==> config.mk <==
export PLATFORM = sky130hd
export DESIGN_NAME = dac_ctrl
export DESIGN_NICKNAME = d
export VERILOG_FILES = /design/src/rtl/dac_pkg.sv /design/src/rtl/dac_channel.sv /design/src/rtl/dac_ctrl.sv
export VERILOG_INCLUDE_DIRS = /design/src /design/src/rtl
export SDC_FILE = /design/constraint.sdc
export NUM_CORES = 1
export LEC_CHECK = 0
export BUFFER_PORTS_ARGS = -buffer_cell sky130_fd_sc_hd__buf_2
export CAP_MARGIN = 20
export CELL_PAD_IN_SITES_DETAIL_PLACEMENT = 1
export CELL_PAD_IN_SITES_GLOBAL_PLACEMENT = 1
export CORE_UTILIZATION = 49
export CTS_CLUSTER_SIZE = 12
export DETAILED_ROUTE_END_ITERATION = 12
export PLACE_DENSITY = 0.83
export SKIP_CTS_REPAIR_TIMING = 1
export SKIP_LAST_GASP = 1
export SLEW_MARGIN = 20
export SYNTH_ARGS = -nofsm -noshare
export SYNTH_HDL_FRONTEND = slang
export SYNTH_SLANG_ARGS = --single-unit
==> constraint.sdc <==
create_clock -name CLK -period 10.5 [get_ports CLK]
set_input_delay 0.525 -clock CLK [delete_from_list [all_inputs] [get_ports CLK]]
set_output_delay 0.525 -clock CLK [all_outputs]
set_load 0.05 [all_outputs]
==> src/rtl/dac_params.svh <==
// Register indices, field positions, reset values and timing counts of the converter control
`ifndef DAC_PARAMS_SVH
`define DAC_PARAMS_SVH

`define ADDR_W 8
`define DATA_W 12

`define IDX_CTRL_A 6'h00
`define IDX_CTRL_B 6'h01
`define IDX_CTRL_C 6'h02
`define IDX_EV_CTRL 6'h03
`define IDX_STATUS 6'h05
`define IDX_OFFSET_TRIM 6'h08
`define IDX_GAIN_TRIM 6'h09
`define IDX_IRQ_STATUS 6'h0c
`define IDX_IRQ_MASK 6'h0d
`define IDX_CH0_DATA 6'h18
`define IDX_DATA_STEP 6'h02

`define CTRL_A_ENABLE 0
`define CTRL_A_LOW_POWER 1
`define CTRL_A_CH0_PIN 2
`define CTRL_A_CH1_PIN 3
`define CTRL_A_INT_ROUTE 4
`define CTRL_A_MASK 8'h1f
`define CTRL_B_CFG_LO 5
`define CTRL_B_MASK 8'h63
`define CTRL_C_LEFT 0
`define CTRL_C_REF_LO 3
`define CTRL_C_MASK 8'h19
`define EV_CTRL_CH1_NEXT 3
`define EV_CTRL_MASK 8'h0f
`define REG_RESET 8'h00

`define RESP_OKAY 2'b00
`define RESP_SLVERR 2'b10

`define CLK_PERIOD_NS 10
`define CONV_TIME_NS 1000
`define CONV_CYCLES ((`CONV_TIME_NS + `CLK_PERIOD_NS - 1) / `CLK_PERIOD_NS)

`endif

==> src/rtl/dac_pkg.sv <==
// Types shared by the converter control and its channel module
package dac_pkg;

  typedef enum logic [1:0] {CFG_SINGLE0, CFG_SINGLE1, CFG_DUAL, CFG_RESERVED} chan_config_t;

  typedef enum logic {CONV_IDLE, CONV_RUN} conv_state_t;

  typedef struct packed {
    logic active;
    logic event_mode;
    logic low_power;
    logic [7:0] offset;
    logic [7:0] gain;
  } chan_ctl_t;

  typedef struct packed {
    logic empty;
    logic busy;
    logic done;
  } chan_stat_t;

endpackage

==> src/rtl/dac_channel.sv <==
// One converter channel: pending sample, trigger logic, conversion timer and trimmed output code
`include "dac_params.svh"

module dac_channel
  import dac_pkg::*;
#(
  parameter int CONV_CYCLES = `CONV_CYCLES
)
(
  input wire logic clk,
  input wire logic reset_n,
  input chan_ctl_t ctl,
  input wire logic write_strobe,
  input wire logic [`DATA_W-1:0] write_value,
  input wire logic event_pulse,
  output chan_stat_t stat,
  output logic [`DATA_W-1:0] code,
  output logic [`DATA_W-1:0] data_value
);

  localparam int CW = $clog2(2 * CONV_CYCLES + 1);

  conv_state_t state;
  logic [CW-1:0] count;
  logic [`DATA_W-1:0] conv_data;
  logic updated;
  logic empty;
  logic done;
  logic start;
  logic auto_start;

  function automatic logic [`DATA_W-1:0] trim(input logic [`DATA_W-1:0] d,
                                               input logic [7:0] off,
                                               input logic [7:0] gn);
    logic signed [23:0] centred;
    logic signed [23:0] prod;
    logic signed [15:0] gterm;
    logic signed [15:0] oterm;
    logic signed [15:0] sum;
    centred = $signed({12'h000, d}) - 24'sd2048;
    prod = centred * $signed({17'h00000, gn[6:0]});
    gterm = {{2{prod[23]}}, prod[23:10]};
    if (gn[7])
    begin
      gterm = -gterm;
    end
    oterm = $signed({9'h000, off[6:0]});
    if (!off[7])
    begin
      oterm = -oterm;
    end
    sum = $signed({4'h0, d}) + gterm + oterm;
    if (sum < 16'sd0)
    begin
      trim = 12'h000;
    end
    else if (sum > 16'sd4095)
    begin
      trim = 12'hfff;
    end
    else
    begin
      trim = sum[11:0];
    end
  endfunction

  // Auto mode converts the word being written; event mode converts what is pending
  assign auto_start = ctl.active & ~ctl.event_mode & write_strobe;
  assign start = auto_start | (ctl.active & ctl.event_mode & event_pulse & updated);

  always_ff @(posedge clk or negedge reset_n)
  begin
    if (!reset_n)
    begin
      data_value <= 12'h000;
    end
    else if (write_strobe)
    begin
      data_value <= write_value;
    end
  end

  // A write landing with an event-mode start re-arms the flag for the new word
  always_ff @(posedge clk or negedge reset_n)
  begin
    if (!reset_n)
    begin
      updated <= 1'b0;
      empty <= 1'b0;
    end
    else
    begin
      if (write_strobe && !auto_start)
      begin
        updated <= 1'b1;
        empty <= 1'b0;
      end
      else if (start)
      begin
        updated <= 1'b0;
        empty <= 1'b1;
      end
    end
  end

  // A new start restarts a running conversion rather than queueing behind it
  always_ff @(posedge clk or negedge reset_n)
  begin
    if (!reset_n)
    begin
      state <= CONV_IDLE;
      count <= '0;
      conv_data <= 12'h000;
      code <= 12'h000;
      done <= 1'b0;
    end
    else
    begin
      done <= 1'b0;
      case (state)
        CONV_IDLE:
        begin
          if (start)
          begin
            state <= CONV_RUN;
          end
        end
        CONV_RUN:
        begin
          if (!start && count == '0)
          begin
            state <= CONV_IDLE;
            code <= trim(conv_data, ctl.offset, ctl.gain);
            done <= 1'b1;
          end
          else if (!start)
          begin
            count <= count - 1'b1;
          end
        end
        default:
        begin
          state <= CONV_IDLE;
        end
      endcase
      if (start)
      begin
        conv_data <= auto_start ? write_value : data_value;
        count <= ctl.low_power ? CW'(2 * CONV_CYCLES - 1) : CW'(CONV_CYCLES - 1);
      end
    end
  end

  assign stat.empty = empty;
  assign stat.busy = (state == CONV_RUN);
  assign stat.done = done;

  a_lp_double: assert property (@(posedge clk) disable iff (!reset_n)
    (start && ctl.low_power) |=> (stat.busy && count == CW'(2 * CONV_CYCLES - 1)))
    else $error("low power conversion not loaded with doubled time");

  a_normal_time: assert property (@(posedge clk) disable iff (!reset_n)
    (start && !ctl.low_power) |=> (stat.busy && count == CW'(CONV_CYCLES - 1)))
    else $error("normal conversion not loaded with its time");

  a_auto_start: assert property (@(posedge clk) disable iff (!reset_n)
    (write_strobe && ctl.active && !ctl.event_mode) |=> (stat.busy && conv_data == $past(write_value)))
    else $error("write did not start conversion of the written value");

  a_event_update: assert property (@(posedge clk) disable iff (!reset_n)
    (ctl.event_mode && event_pulse && !updated && !write_strobe) |=> ($stable(conv_data) && !$rose(stat.busy)))
    else $error("event started a conversion without new data");

  a_done_code: assert property (@(posedge clk) disable iff (!reset_n)
    (stat.busy && count == '0 && !start) |=> (done && code == trim($past(conv_data), $past(ctl.offset), $past(ctl.gain))))
    else $error("finished conversion did not present the trimmed code");

  a_idle_quiet: assert property (@(posedge clk) disable iff (!reset_n)
    (!ctl.active && !stat.busy) |=> !stat.busy)
    else $error("inactive channel started a conversion");

  a_empty_clear: assert property (@(posedge clk) disable iff (!reset_n)
    (write_strobe && ctl.event_mode) |=> !stat.empty)
    else $error("empty flag still set after a pending write");

endmodule

==> src/rtl/dac_ctrl.sv <==
// Two-channel 12-bit converter control with an AXI4-Lite register slave
`include "dac_params.svh"

// Function
// - A data write starts that channel's conversion by default.
// - In event mode, an event starts conversion only if data changed since last conversion.
// - Two channels, each taking a 12-bit sample.
// - Channels have separate data, conversion control and output.
// - Low-power mode doubles each conversion's duration.
// - Logic and data registers run on the single peripheral clock.
// - Internal-route bit 4 sends channel 0 inside and turns off its pin.
// - Channel 1 pin-enable bit 3 puts channel 1 on its pin.
// - Signed 8-bit offset and gain trims correct the converted code.
// - Two-bit config picks channel 0, channel 1 or both; 11 reserved.
// - Per-channel event-trigger bits 1 and 0 enable event-started conversions.
// - Data-empty flags show room for data and drive the DMA requests.
// - Sample words are right-justified by default, left-justified on request.
module dac_ctrl
  import dac_pkg::*;
#(
  parameter int CONV_CYCLES = `CONV_CYCLES,
  parameter int EVENT_LINES = 8
)
(
  input wire logic CLK,
  input wire logic RESET_N,
  input wire logic [`ADDR_W-1:0] AWADDR,
  input wire logic AWVALID,
  output logic AWREADY,
  input wire logic [31:0] WDATA,
  input wire logic [3:0] WSTRB,
  input wire logic WVALID,
  output logic WREADY,
  output logic [1:0] BRESP,
  output logic BVALID,
  input wire logic BREADY,
  input wire logic [`ADDR_W-1:0] ARADDR,
  input wire logic ARVALID,
  output logic ARREADY,
  output logic [31:0] RDATA,
  output logic [1:0] RRESP,
  output logic RVALID,
  input wire logic RREADY,
  input wire logic [EVENT_LINES-1:0] EVENT_IN,
  output logic [`DATA_W-1:0] CH0_CODE,
  output logic [`DATA_W-1:0] CH1_CODE,
  output logic CH0_PIN_EN,
  output logic CH1_PIN_EN,
  output logic CH0_INTERNAL_EN,
  output logic LOW_POWER,
  output logic [1:0] REF_SELECT,
  output logic [1:0] DMA_REQ,
  output logic IRQ
);

  if (CONV_CYCLES < 1 || CONV_CYCLES > 16383)
  begin : g_bad_conv
    $error("CONV_CYCLES out of range");
  end
  if (EVENT_LINES != 8)
  begin : g_bad_events
    $error("EVENT_LINES must be 8 for the 3-bit selector");
  end

  logic [7:0] converter_control_a;
  logic [7:0] converter_control_b;
  logic [7:0] converter_control_c;
  logic [7:0] event_control;
  logic [7:0] offset_trim;
  logic [7:0] gain_trim;
  logic [1:0] irq_status;
  logic [1:0] irq_mask;

  logic aw_held;
  logic w_held;
  logic [5:0] aw_index;
  logic [31:0] w_data;
  logic [3:0] w_strb;
  logic do_write;
  logic wr_hit;
  logic rd_hit;
  logic [31:0] next_rdata;
  logic [5:0] ar_index;

  logic enable;
  logic left_justify;
  chan_config_t channel_config;
  logic [2:0] ev_sel0;
  logic [2:0] ev_sel1;

  chan_stat_t stat [2];
  logic [`DATA_W-1:0] code [2];
  logic [`DATA_W-1:0] data_value [2];
  logic [1:0] chan_active;
  logic [1:0] event_trigger;
  logic [1:0] done_evt;

  assign enable = converter_control_a[`CTRL_A_ENABLE];
  assign left_justify = converter_control_c[`CTRL_C_LEFT];
  assign channel_config = chan_config_t'(converter_control_b[`CTRL_B_CFG_LO +: 2]);
  assign event_trigger = converter_control_b[1:0];
  assign ev_sel0 = event_control[2:0];
  assign ev_sel1 = event_control[2:0] + {2'b00, event_control[`EV_CTRL_CH1_NEXT]};

  // Reserved config value leaves both channels idle rather than guessing a mode
  assign chan_active[0] = enable & (channel_config == CFG_SINGLE0 || channel_config == CFG_DUAL);
  assign chan_active[1] = enable & (channel_config == CFG_SINGLE1 || channel_config == CFG_DUAL);

  // Write channel: address and data may arrive in either order
  assign AWREADY = ~aw_held;
  assign WREADY = ~w_held;
  assign do_write = aw_held & w_held & ~BVALID;

  always_ff @(posedge CLK or negedge RESET_N)
  begin
    if (!RESET_N)
    begin
      aw_held <= 1'b0;
      w_held <= 1'b0;
      aw_index <= 6'h00;
      w_data <= 32'h00000000;
      w_strb <= 4'h0;
    end
    else
    begin
      if (AWVALID && AWREADY)
      begin
        aw_held <= 1'b1;
        aw_index <= AWADDR[`ADDR_W-1:2];
      end
      else if (do_write)
      begin
        aw_held <= 1'b0;
      end
      if (WVALID && WREADY)
      begin
        w_held <= 1'b1;
        w_data <= WDATA;
        w_strb <= WSTRB;
      end
      else if (do_write)
      begin
        w_held <= 1'b0;
      end
    end
  end

  always_comb
  begin
    wr_hit = 1'b0;
    case (aw_index)
      `IDX_CTRL_A, `IDX_CTRL_B, `IDX_CTRL_C, `IDX_EV_CTRL, `IDX_STATUS, `IDX_OFFSET_TRIM,
      `IDX_GAIN_TRIM, `IDX_IRQ_STATUS, `IDX_IRQ_MASK, `IDX_CH0_DATA,
      `IDX_CH0_DATA + `IDX_DATA_STEP:
      begin
        wr_hit = 1'b1;
      end
      default:
      begin
        wr_hit = 1'b0;
      end
    endcase
  end

  always_ff @(posedge CLK or negedge RESET_N)
  begin
    if (!RESET_N)
    begin
      BVALID <= 1'b0;
      BRESP <= `RESP_OKAY;
    end
    else if (do_write)
    begin
      BVALID <= 1'b1;
      BRESP <= wr_hit ? `RESP_OKAY : `RESP_SLVERR;
    end
    else if (BREADY)
    begin
      BVALID <= 1'b0;
    end
  end

  // Byte-wide control registers live in lane 0
  always_ff @(posedge CLK or negedge RESET_N)
  begin
    if (!RESET_N)
    begin
      converter_control_a <= `REG_RESET;
      converter_control_b <= `REG_RESET;
      converter_control_c <= `REG_RESET;
      event_control <= `REG_RESET;
      offset_trim <= `REG_RESET;
      gain_trim <= `REG_RESET;
      irq_mask <= 2'b00;
    end
    else if (do_write && w_strb[0])
    begin
      case (aw_index)
        `IDX_CTRL_A: converter_control_a <= w_data[7:0] & `CTRL_A_MASK;
        `IDX_CTRL_B: converter_control_b <= w_data[7:0] & `CTRL_B_MASK;
        `IDX_CTRL_C: converter_control_c <= w_data[7:0] & `CTRL_C_MASK;
        `IDX_EV_CTRL: event_control <= w_data[7:0] & `EV_CTRL_MASK;
        `IDX_OFFSET_TRIM: offset_trim <= w_data[7:0];
        `IDX_GAIN_TRIM: gain_trim <= w_data[7:0];
        `IDX_IRQ_MASK: irq_mask <= w_data[1:0];
        default:
        begin
        end
      endcase
    end
  end

  // A completion in the clearing cycle survives the write-one-to-clear
  always_ff @(posedge CLK or negedge RESET_N)
  begin
    if (!RESET_N)
    begin
      irq_status <= 2'b00;
    end
    else if (do_write && w_strb[0] && aw_index == `IDX_IRQ_STATUS)
    begin
      irq_status <= (irq_status & ~w_data[1:0]) | done_evt;
    end
    else
    begin
      irq_status <= irq_status | done_evt;
    end
  end

  for (genvar g = 0; g < 2; g++)
  begin : g_chan
    logic wr_sel;
    logic [15:0] raw;
    logic [15:0] merged;
    logic [`DATA_W-1:0] value;
    chan_ctl_t ctl;

    assign wr_sel = do_write && |w_strb[1:0] &&
                    aw_index == `IDX_CH0_DATA + 6'(g) * `IDX_DATA_STEP;
    // Untouched byte keeps its stored half so 8-bit left-justified writes need one lane
    assign raw = left_justify ? {data_value[g], 4'h0} : {4'h0, data_value[g]};
    assign merged = {w_strb[1] ? w_data[15:8] : raw[15:8], w_strb[0] ? w_data[7:0] : raw[7:0]};
    assign value = left_justify ? merged[15:4] : merged[11:0];
    assign ctl.active = chan_active[g];
    assign ctl.event_mode = event_trigger[g];
    assign ctl.low_power = converter_control_a[`CTRL_A_LOW_POWER];
    assign ctl.offset = offset_trim;
    assign ctl.gain = gain_trim;
    assign done_evt[g] = stat[g].done;
    assign DMA_REQ[g] = stat[g].empty;

    dac_channel #(
      .CONV_CYCLES(CONV_CYCLES)
    ) u_chan (
      .clk(CLK),
      .reset_n(RESET_N),
      .ctl(ctl),
      .write_strobe(wr_sel),
      .write_value(value),
      .event_pulse(EVENT_IN[g == 0 ? ev_sel0 : ev_sel1]),
      .stat(stat[g]),
      .code(code[g]),
      .data_value(data_value[g])
    );
  end

  // Read channel: one outstanding read, data registered
  assign ARREADY = ~RVALID;
  assign ar_index = ARADDR[`ADDR_W-1:2];

  always_comb
  begin
    next_rdata = 32'h00000000;
    rd_hit = 1'b1;
    case (ar_index)
      `IDX_CTRL_A: next_rdata[7:0] = converter_control_a;
      `IDX_CTRL_B: next_rdata[7:0] = converter_control_b;
      `IDX_CTRL_C: next_rdata[7:0] = converter_control_c;
      `IDX_EV_CTRL: next_rdata[7:0] = event_control;
      `IDX_STATUS: next_rdata[1:0] = {stat[1].empty, stat[0].empty};
      `IDX_OFFSET_TRIM: next_rdata[7:0] = offset_trim;
      `IDX_GAIN_TRIM: next_rdata[7:0] = gain_trim;
      `IDX_IRQ_STATUS: next_rdata[1:0] = irq_status;
      `IDX_IRQ_MASK: next_rdata[1:0] = irq_mask;
      `IDX_CH0_DATA:
        next_rdata[15:0] = left_justify ? {data_value[0], 4'h0} : {4'h0, data_value[0]};
      `IDX_CH0_DATA + `IDX_DATA_STEP:
        next_rdata[15:0] = left_justify ? {data_value[1], 4'h0} : {4'h0, data_value[1]};
      default: rd_hit = 1'b0;
    endcase
  end

  always_ff @(posedge CLK or negedge RESET_N)
  begin
    if (!RESET_N)
    begin
      RVALID <= 1'b0;
      RDATA <= 32'h00000000;
      RRESP <= `RESP_OKAY;
    end
    else if (ARVALID && ARREADY)
    begin
      RVALID <= 1'b1;
      RDATA <= next_rdata;
      RRESP <= rd_hit ? `RESP_OKAY : `RESP_SLVERR;
    end
    else if (RREADY)
    begin
      RVALID <= 1'b0;
    end
  end

  // Pin and analog-side controls are registered to keep glitches off the output stage
  always_ff @(posedge CLK or negedge RESET_N)
  begin
    if (!RESET_N)
    begin
      CH0_PIN_EN <= 1'b0;
      CH1_PIN_EN <= 1'b0;
      CH0_INTERNAL_EN <= 1'b0;
      LOW_POWER <= 1'b0;
      REF_SELECT <= 2'b00;
      CH0_CODE <= 12'h000;
      CH1_CODE <= 12'h000;
      IRQ <= 1'b0;
    end
    else
    begin
      CH0_PIN_EN <= enable & converter_control_a[`CTRL_A_CH0_PIN] &
                    ~converter_control_a[`CTRL_A_INT_ROUTE];
      CH1_PIN_EN <= enable & converter_control_a[`CTRL_A_CH1_PIN];
      CH0_INTERNAL_EN <= enable & converter_control_a[`CTRL_A_INT_ROUTE];
      LOW_POWER <= converter_control_a[`CTRL_A_LOW_POWER];
      REF_SELECT <= converter_control_c[`CTRL_C_REF_LO +: 2];
      CH0_CODE <= code[0];
      CH1_CODE <= code[1];
      IRQ <= |(irq_status & irq_mask);
    end
  end

  a_route_pin_off: assert property (@(posedge CLK) disable iff (!RESET_N)
    converter_control_a[`CTRL_A_INT_ROUTE] |=> (!CH0_PIN_EN && CH0_INTERNAL_EN == $past(enable)))
    else $error("channel 0 pin driven while routed internally");

  a_ch1_pin_on: assert property (@(posedge CLK) disable iff (!RESET_N)
    (enable && converter_control_a[`CTRL_A_CH1_PIN]) |=> CH1_PIN_EN)
    else $error("channel 1 pin not enabled");

  a_reserved_reads: assert property (@(posedge CLK) disable iff (!RESET_N)
    (ARVALID && ARREADY && ar_index == `IDX_CTRL_A) |=> (RVALID && RDATA[31:5] == 27'h0))
    else $error("control A reserved bits read nonzero");

  a_reserved_cfg: assert property (@(posedge CLK) disable iff (!RESET_N)
    (channel_config == CFG_RESERVED) |-> (chan_active == 2'b00))
    else $error("reserved channel config activated a channel");

  a_disabled_idle: assert property (@(posedge CLK) disable iff (!RESET_N)
    (!enable && !stat[0].busy && !stat[1].busy) |=> (!stat[0].busy && !stat[1].busy))
    else $error("conversion started while disabled");

endmodule

# Yosys cells after proc, flatten, opt, wreduce, memory -nomap -nowiden
# Memory sizes are Yosys's and may differ from the RTL's.
# Cells that the tools add are included.
# word_totals
elab_cells	234
inputBits	67
n_memories	1
out_inout_bits	74
register_bits	211
rom_bits	32
# classes
bitwise	34
eq_ne	23
addsub	12
n_mul	2
n_mux	69
n_reduce_logical	45
n_lt_le_gt_ge	6
# memory_table
name	depth	word_bits	rd	rd_ports_with_merged_regs	wr	line_no	text
(no name shown)	32	1	1	0	0	dac_ctrl.sv:151	case (aw_index)
# op_table
cell	n
16-bit 2-to-1 mux	13
12-bit 2-to-1 mux	8
8-bit 2-to-1 mux	11
6-bit by 4-bit == test with 1-bit output (second input constant)	8
6-bit one-hot mux with 8 select lines	1
13-bit by 8-bit multiplier with 21-bit output	2
13-bit by 16-bit adder with 16-bit output	2
16-bit adder	2
16-bit by 13-bit > comparator with 1-bit output (second input constant)	2
16-bit by 1-bit < comparator with 1-bit output (second input constant)	2
14-bit negator with 16-bit output	2
1-bit 2-to-1 mux	27
12-bit by 12-bit subtractor with 13-bit output (second input constant)	2
6-bit by 2-bit == test with 1-bit output (second input constant)	4
6-bit by 5-bit == test with 1-bit output (second input constant)	4
2-bit one-hot mux with 11 select lines	1
2-bit AND reduction	11
1-bit bitwise AND	18
8-bit zero test	2
7-bit negator with 16-bit output	1
8-bit one-hot mux with 2 select lines	1
2-bit nonzero test	8
8-bit by 1-bit subtractor with 8-bit output (second input constant)	2
6-bit by 1-bit == test with 1-bit output (second input constant)	2
21 further kinds	55

# Longest topological paths before layout
# depth
word_depth	16
ltp_mapped	34
mapped_depth_nobuf	33

# By module
# From an unflattened synthesis, not the netlist that was laid out.
# hier_totals
cells_unflattened	1993
hier_area_um2	19397.4
# by_module_without_submodules
mod	cells_per_inst	seq_area_each_um2	area_each_um2	n_inst
dac_channel (g_chan[0].u_chan)	751	1201.2	6869.1	1
dac_channel (g_chan[1].u_chan)	747	1201.2	6811.5	1
dac_ctrl	495	2827.7	5716.7	1

# Worst setup path after synthesis
# OpenSTA, ideal clock, no wires.
# synth_timing
kind	reg2reg
start	register gain_trim[2]
end	register g_chan[1].u_chan.code[11]
path_stages_with_launch	33
path_buffers	2
setup_time_ns	0.120
required_time_ns	10.380
arrival_time_ns	7.739
setup_slack_ns	2.641
period_less_slack_ns	7.859
cell_sequence	dfrtp_1 -> clkbuf_1 -> nand2_1 -> fa_1 -> fa_1 -> inv_1 -> fa_1 -> inv_1 -> fa_1 -> inv_1 -> ha_1 -> or4_4 -> o2bb2ai_1 -> o21ba_2 -> xnor2_1 -> ha_1 -> o21ai_0 -> o21ai_0 -> nand2_1 -> xor2_1 -> fa_1 -> ha_1 -> o21ai_0 -> nand2b_1 -> a31oi_1 -> o211ai_1 -> a31o_2 -> a21oi_1 -> xnor2_1 -> xnor2_1 -> and2_4 -> buf_6 -> nor2_2
# synth_via
elab_chain_len	10
elab_cells_between_ends	11
cone_classes	add/sub: 3; mul: 1; order compare: 2; mux: 5
# synth_lines
item	line_no	text
from (decl)	dac_ctrl.sv:70	logic [7:0] gain_trim;
from (signal assigned)	dac_ctrl.sv:193	gain_trim <= `REG_RESET;
from (signal assigned)	dac_ctrl.sv:204	`IDX_GAIN_TRIM: gain_trim <= w_data[7:0];
13-bit by 8-bit multiplier with 21-bit output *	dac_channel.sv:41	prod = centred * $signed({17'h00000, gn[6:0]});
14-bit negator with 16-bit output	dac_channel.sv:45	gterm = -gterm;
16-bit 2-to-1 mux *	dac_channel.sv:43	if (gn[7])
16-bit 2-to-1 mux *	dac_channel.sv:130	if (!start && count == '0)
16-bit 2-to-1 mux *	dac_channel.sv:120	case (state)
13-bit by 16-bit adder with 16-bit output *	dac_channel.sv:52	sum = $signed({4'h0, d}) + gterm + oterm;
16-bit adder *	dac_channel.sv:52	
16-bit by 13-bit > comparator with 1-bit output	dac_channel.sv:57	else if (sum > 16'sd4095)
12-bit 2-to-1 mux	dac_channel.sv:57	
12-bit 2-to-1 mux *	dac_channel.sv:53	if (sum < 16'sd0)
to (signal assigned)	dac_channel.sv:133	code <= trim(conv_data, ctl.offset, ctl.gain);
to (decl)	dac_channel.sv:17	output logic [`DATA_W-1:0] code,
# Mark *: on every way between the ends. The rest lies on a longest branch, timed or not. The select of a mux whose other input is x is not followed.
# A chain may end at the register's enable or synchronous reset.

# Worst setup path after layout
# layout_timing
start	register gain_trim[3]
end	register g_chan[0].u_chan.code[4]
# layout_via
elab_chain_len	10
elab_cells_between_ends	11
cone_classes	add/sub: 3; mul: 1; order compare: 2; mux: 5
# layout_lines
item	line_no
13-bit by 8-bit multiplier with 21-bit output *	dac_channel.sv:41
14-bit negator with 16-bit output	dac_channel.sv:45
16-bit 2-to-1 mux *	dac_channel.sv:43
16-bit 2-to-1 mux *	dac_channel.sv:130
16-bit 2-to-1 mux *	dac_channel.sv:120
13-bit by 16-bit adder with 16-bit output *	dac_channel.sv:52
16-bit adder *	dac_channel.sv:52
16-bit by 13-bit > comparator with 1-bit output	dac_channel.sv:57
12-bit 2-to-1 mux	dac_channel.sv:57
12-bit 2-to-1 mux *	dac_channel.sv:53
to (signal assigned)	dac_channel.sv:133
to (decl)	dac_channel.sv:17
# Marked as above.

==> results.sh <==
export IMPL_cp_required_ns=10.93
export IMPL_wire_per_inst_um=21.6
export IMPL_slowest_delay_ns=0.88
export IMPL_synth_avg_cell_area_um2=9.56
export IMPL_layout_drive_gt1_share_pct=13.6
export IMPL_drtIter0Drc=762
export IMPL_multiInputGateArea_um2=12100
export IMPL_holdPathEnd="RVALID$_DFFE_PN0P_"
export IMPL_cp_max_fo=19
export IMPL_num_vias=14783
export IMPL_dp_hpwl_um=42300
export IMPL_fin_tns_setup_ns=0
export IMPL_relSlewSlack_pct=28.2
export IMPL_wl_met2_um=27200
export IMPL_gr_usage_all_layers_pct=29.1
export IMPL_ctsRootBufferMaster="clkbuf_16"
export IMPL_hold_depth=2
export IMPL_r2r_end="g_chan[0].u_chan.code[4]$_DFFE_PN0P_"
export IMPL_antennaDiodeCount=0
export IMPL_start_util_pct=50.3
export IMPL_fin_nets=2362
export IMPL_rows=70
export IMPL_synth_edf_count=0
export IMPL_cts_made_buffers=24
export IMPL_final_common_cell="inv_1"
export IMPL_drt_total_wl_um=54800
export IMPL_firstDrtPassIters=6
export IMPL_hold_slack_ns=0.135
export IMPL_pin_count=141
export IMPL_min_period_ns=9.45
export IMPL_cp_slowest_cell="dfrtp_1"
export IMPL_synth_warnings=0
export IMPL_max_cap_violations=0
export IMPL_min_path_type="in2reg"
export IMPL_cp_common_cell="fa_1"
export IMPL_startpoint_type="flip-flop"
export IMPL_seqCellArea_um2=5230
export IMPL_highest_layer="met4"
export IMPL_finalCritPeriodShare_pct=90.0
export IMPL_finalHoldViolations=0
export IMPL_max_freq_mhz=106
export IMPL_cts_buffer_depth=3
export IMPL_area_growth_pct=8.98
export IMPL_die_w_um=197
export IMPL_syn_inst=1943
export IMPL_gp_congestion=0.938
export IMPL_wl_met3_um=2350
export IMPL_synth_area_um2=18600
export IMPL_ys_ff_latch=209
export IMPL_die_h_um=197
export IMPL_setup_viol=0
export IMPL_clock_latency_ns=0.56
export IMPL_critPathKind="reg2reg"
export IMPL_io_buffers=100
export IMPL_slew_violations=0
export IMPL_grt_pass1_wl_um=88900
export IMPL_clock_sinks=209
export IMPL_final_cell_mix="250 x inv_1, 208 x dfrtp_1, 160 x nand2_1, 160 x fa_1, 135 x and2_1"
export IMPL_rsz0062_at_grt="false"
export IMPL_grt_pass1_vias=16575
export IMPL_synth_compound_area_share_pct=13.7
export IMPL_cts_htree_levels=1
export IMPL_cts_tree="built"
export IMPL_worst_r2r_setup_slack_ns=1.05
export IMPL_async_reset_ff_share_pct=100
export IMPL_worstRegToRegCells=29
export IMPL_fill_cells=4209
export IMPL_synth_xor_area_share_pct=3.56
export IMPL_m1WireLength_um=23100
export IMPL_status="finished clean"
export IMPL_synth_top_family_by_area="adder cells"
export IMPL_grt_max_degree=73
export IMPL_antenna_left=0
export IMPL_viasPerCell=5.84
export IMPL_grt_antenna_before_repair=0
export IMPL_synth_flop_cell="dfrtp_1"
export IMPL_muxShareOfSynthArea_pct=6.09
export IMPL_holdCritStartpoint="RREADY"
export IMPL_yosysSeqAreaShare_pct=28.1
export IMPL_synthSimpleGateAreaFrac_pct=15.6
export IMPL_dieArea_um2=38700
export IMPL_synth_distinct_cells=94
export IMPL_end_kind="flip-flop"
export IMPL_grt_overflow=0
export IMPL_coreArea_um2=37000
export IMPL_clk_pin_slew_worst_paths_ns=0.06
export IMPL_drc_errors=0
export IMPL_synth_adder_area_share_pct=25.5
export IMPL_worst_pin_slew_ns=1.08
export IMPL_cp_arrival_ns=9.88
export IMPL_finClkSkew_ns=0.0206
export IMPL_timing_rr_start="gain_trim[3]$_DFFE_PN0P_"
==> per-stage QoR <==
step	worst slack (ns)	utilization (%)	area, µm²	std cells
finish	1.05	54.8	20300	2532
global route	0.580	54.8	20300	2532
CTS	1.17	54.8	20200	2531
detailed placement	1.20	52.7	19500	2490
global placement	1.65	52.7	19500	2490
floorplan	2.64	-	18600	1960
==> sequential cells by signal, indices dropped and copies added, names as in the netlist, 5 cells and up <==
name	count
gain_trim	8
g_chan.u_chan.data_value	24
w_data	16
CH0_CODE	12
CH1_CODE	12
g_chan.u_chan.conv_data	24
offset_trim	8
g_chan.u_chan.code	24
g_chan.u_chan.count	16
RDATA	16
converter_control_a	5
aw_index	6
==> worst max-delay path, delay by kind of cell, from the launching register on <==
kind | cells | cell delay [ns]
AND/OR/NAND/NOR | 4 | 0.39
flip-flops | 1 | 0.88
buffers and inverters | 3 | 0.42
XOR/XNOR | 1 | 0.24
adder cells (fa/ha/maj) | 9 | 3.73
AO/OA/AOI/OAI | 12 | 3.65
==> worst max path at each step <==
stage | from | end | slack (ns) | cells after the start
floorplan | gain_trim[2]$_DFFE_PN0P_ | g_chan[1].u_chan.code[11]$_DFFE_PN0P_ | 2.64 | 32
global placement | gain_trim[3]$_DFFE_PN0P_ | g_chan[0].u_chan.code[10]$_DFFE_PN0P_ | 1.65 | 30
detailed placement | gain_trim[3]$_DFFE_PN0P_ | g_chan[0].u_chan.code[5]$_DFFE_PN0P_ | 1.20 | 29
CTS | gain_trim[3]$_DFFE_PN0P_ | g_chan[0].u_chan.code[5]$_DFFE_PN0P_ | 1.17 | 29
global route | gain_trim[3]$_DFFE_PN0P_ | g_chan[0].u_chan.code[5]$_DFFE_PN0P_ | 0.58 | 29
finish | gain_trim[3]$_DFFE_PN0P_ | g_chan[0].u_chan.code[4]$_DFFE_PN0P_ | 1.05 | 29
==> final cells by class <==
type | count | area share (%)
Timing Repair Buffer | 117 | 3.16
Sequential cell | 209 | 25.8
Multi-Input combinational cell | 1411 | 59.6
Tap cell | 504 | 3.11
Clock buffer | 35 | 3.37
Clock inverter | 6 | 0.340
Inverter | 250 | 4.63
==> synth_stat cells (5+ instances only) <==
master      n  area, µm²
and2_1    135        845
clkbuf_1   63        236
xor2_1     32        280
a211oi_1    7       52.6
o31ai_1    11       82.6
o21ai_1     5       25.0
nand2b_1   17        106
o21a_1     12       90.1
nand2_1   160        601
mux2i_1    41        410
mux2_2     56        631
a22oi_1     7       52.6
nand3_1    14       70.1
a21o_1     22        165
xnor2_1    41        359
nor4_1     10       62.6
and3_1     17        106
a21oi_1    57        285
o211ai_1   13       97.6
ha_1      122       1530
fa_1      160       3200
o311ai_0    6       52.6
buf_4      20        150
dfrtp_1   209       5230
nor3_1     33        165
nor2_1     95        357
nor2_2     22        138
o21ai_0    92        460
o22ai_1    46        288
or2_2       8       50.1
nor2b_1    13       81.3
a31oi_1    24        150
or3_1       6       37.5
o41ai_1     5       43.8
inv_1     250        938
==> cells by family after synthesis <==
kind of cell / Yosys count
simple gates: 562
compound gates: 374
buf+inv: 340
fa+ha+maj: 282
flops: 209
mux: 101
xor+xnor: 74
other cells: 1
==> routing by layer <==
layer	up-vias	global-route usage (%)
met3	136	3.76
li1	6638	-
met1	7615	36.9
met4	0	11.4
met5	-	0
met2	394	50.6
Power is left out: the tool's default activity adds up to more than one toggle a clock period on the data nets, which glitch-free logic cannot reach.
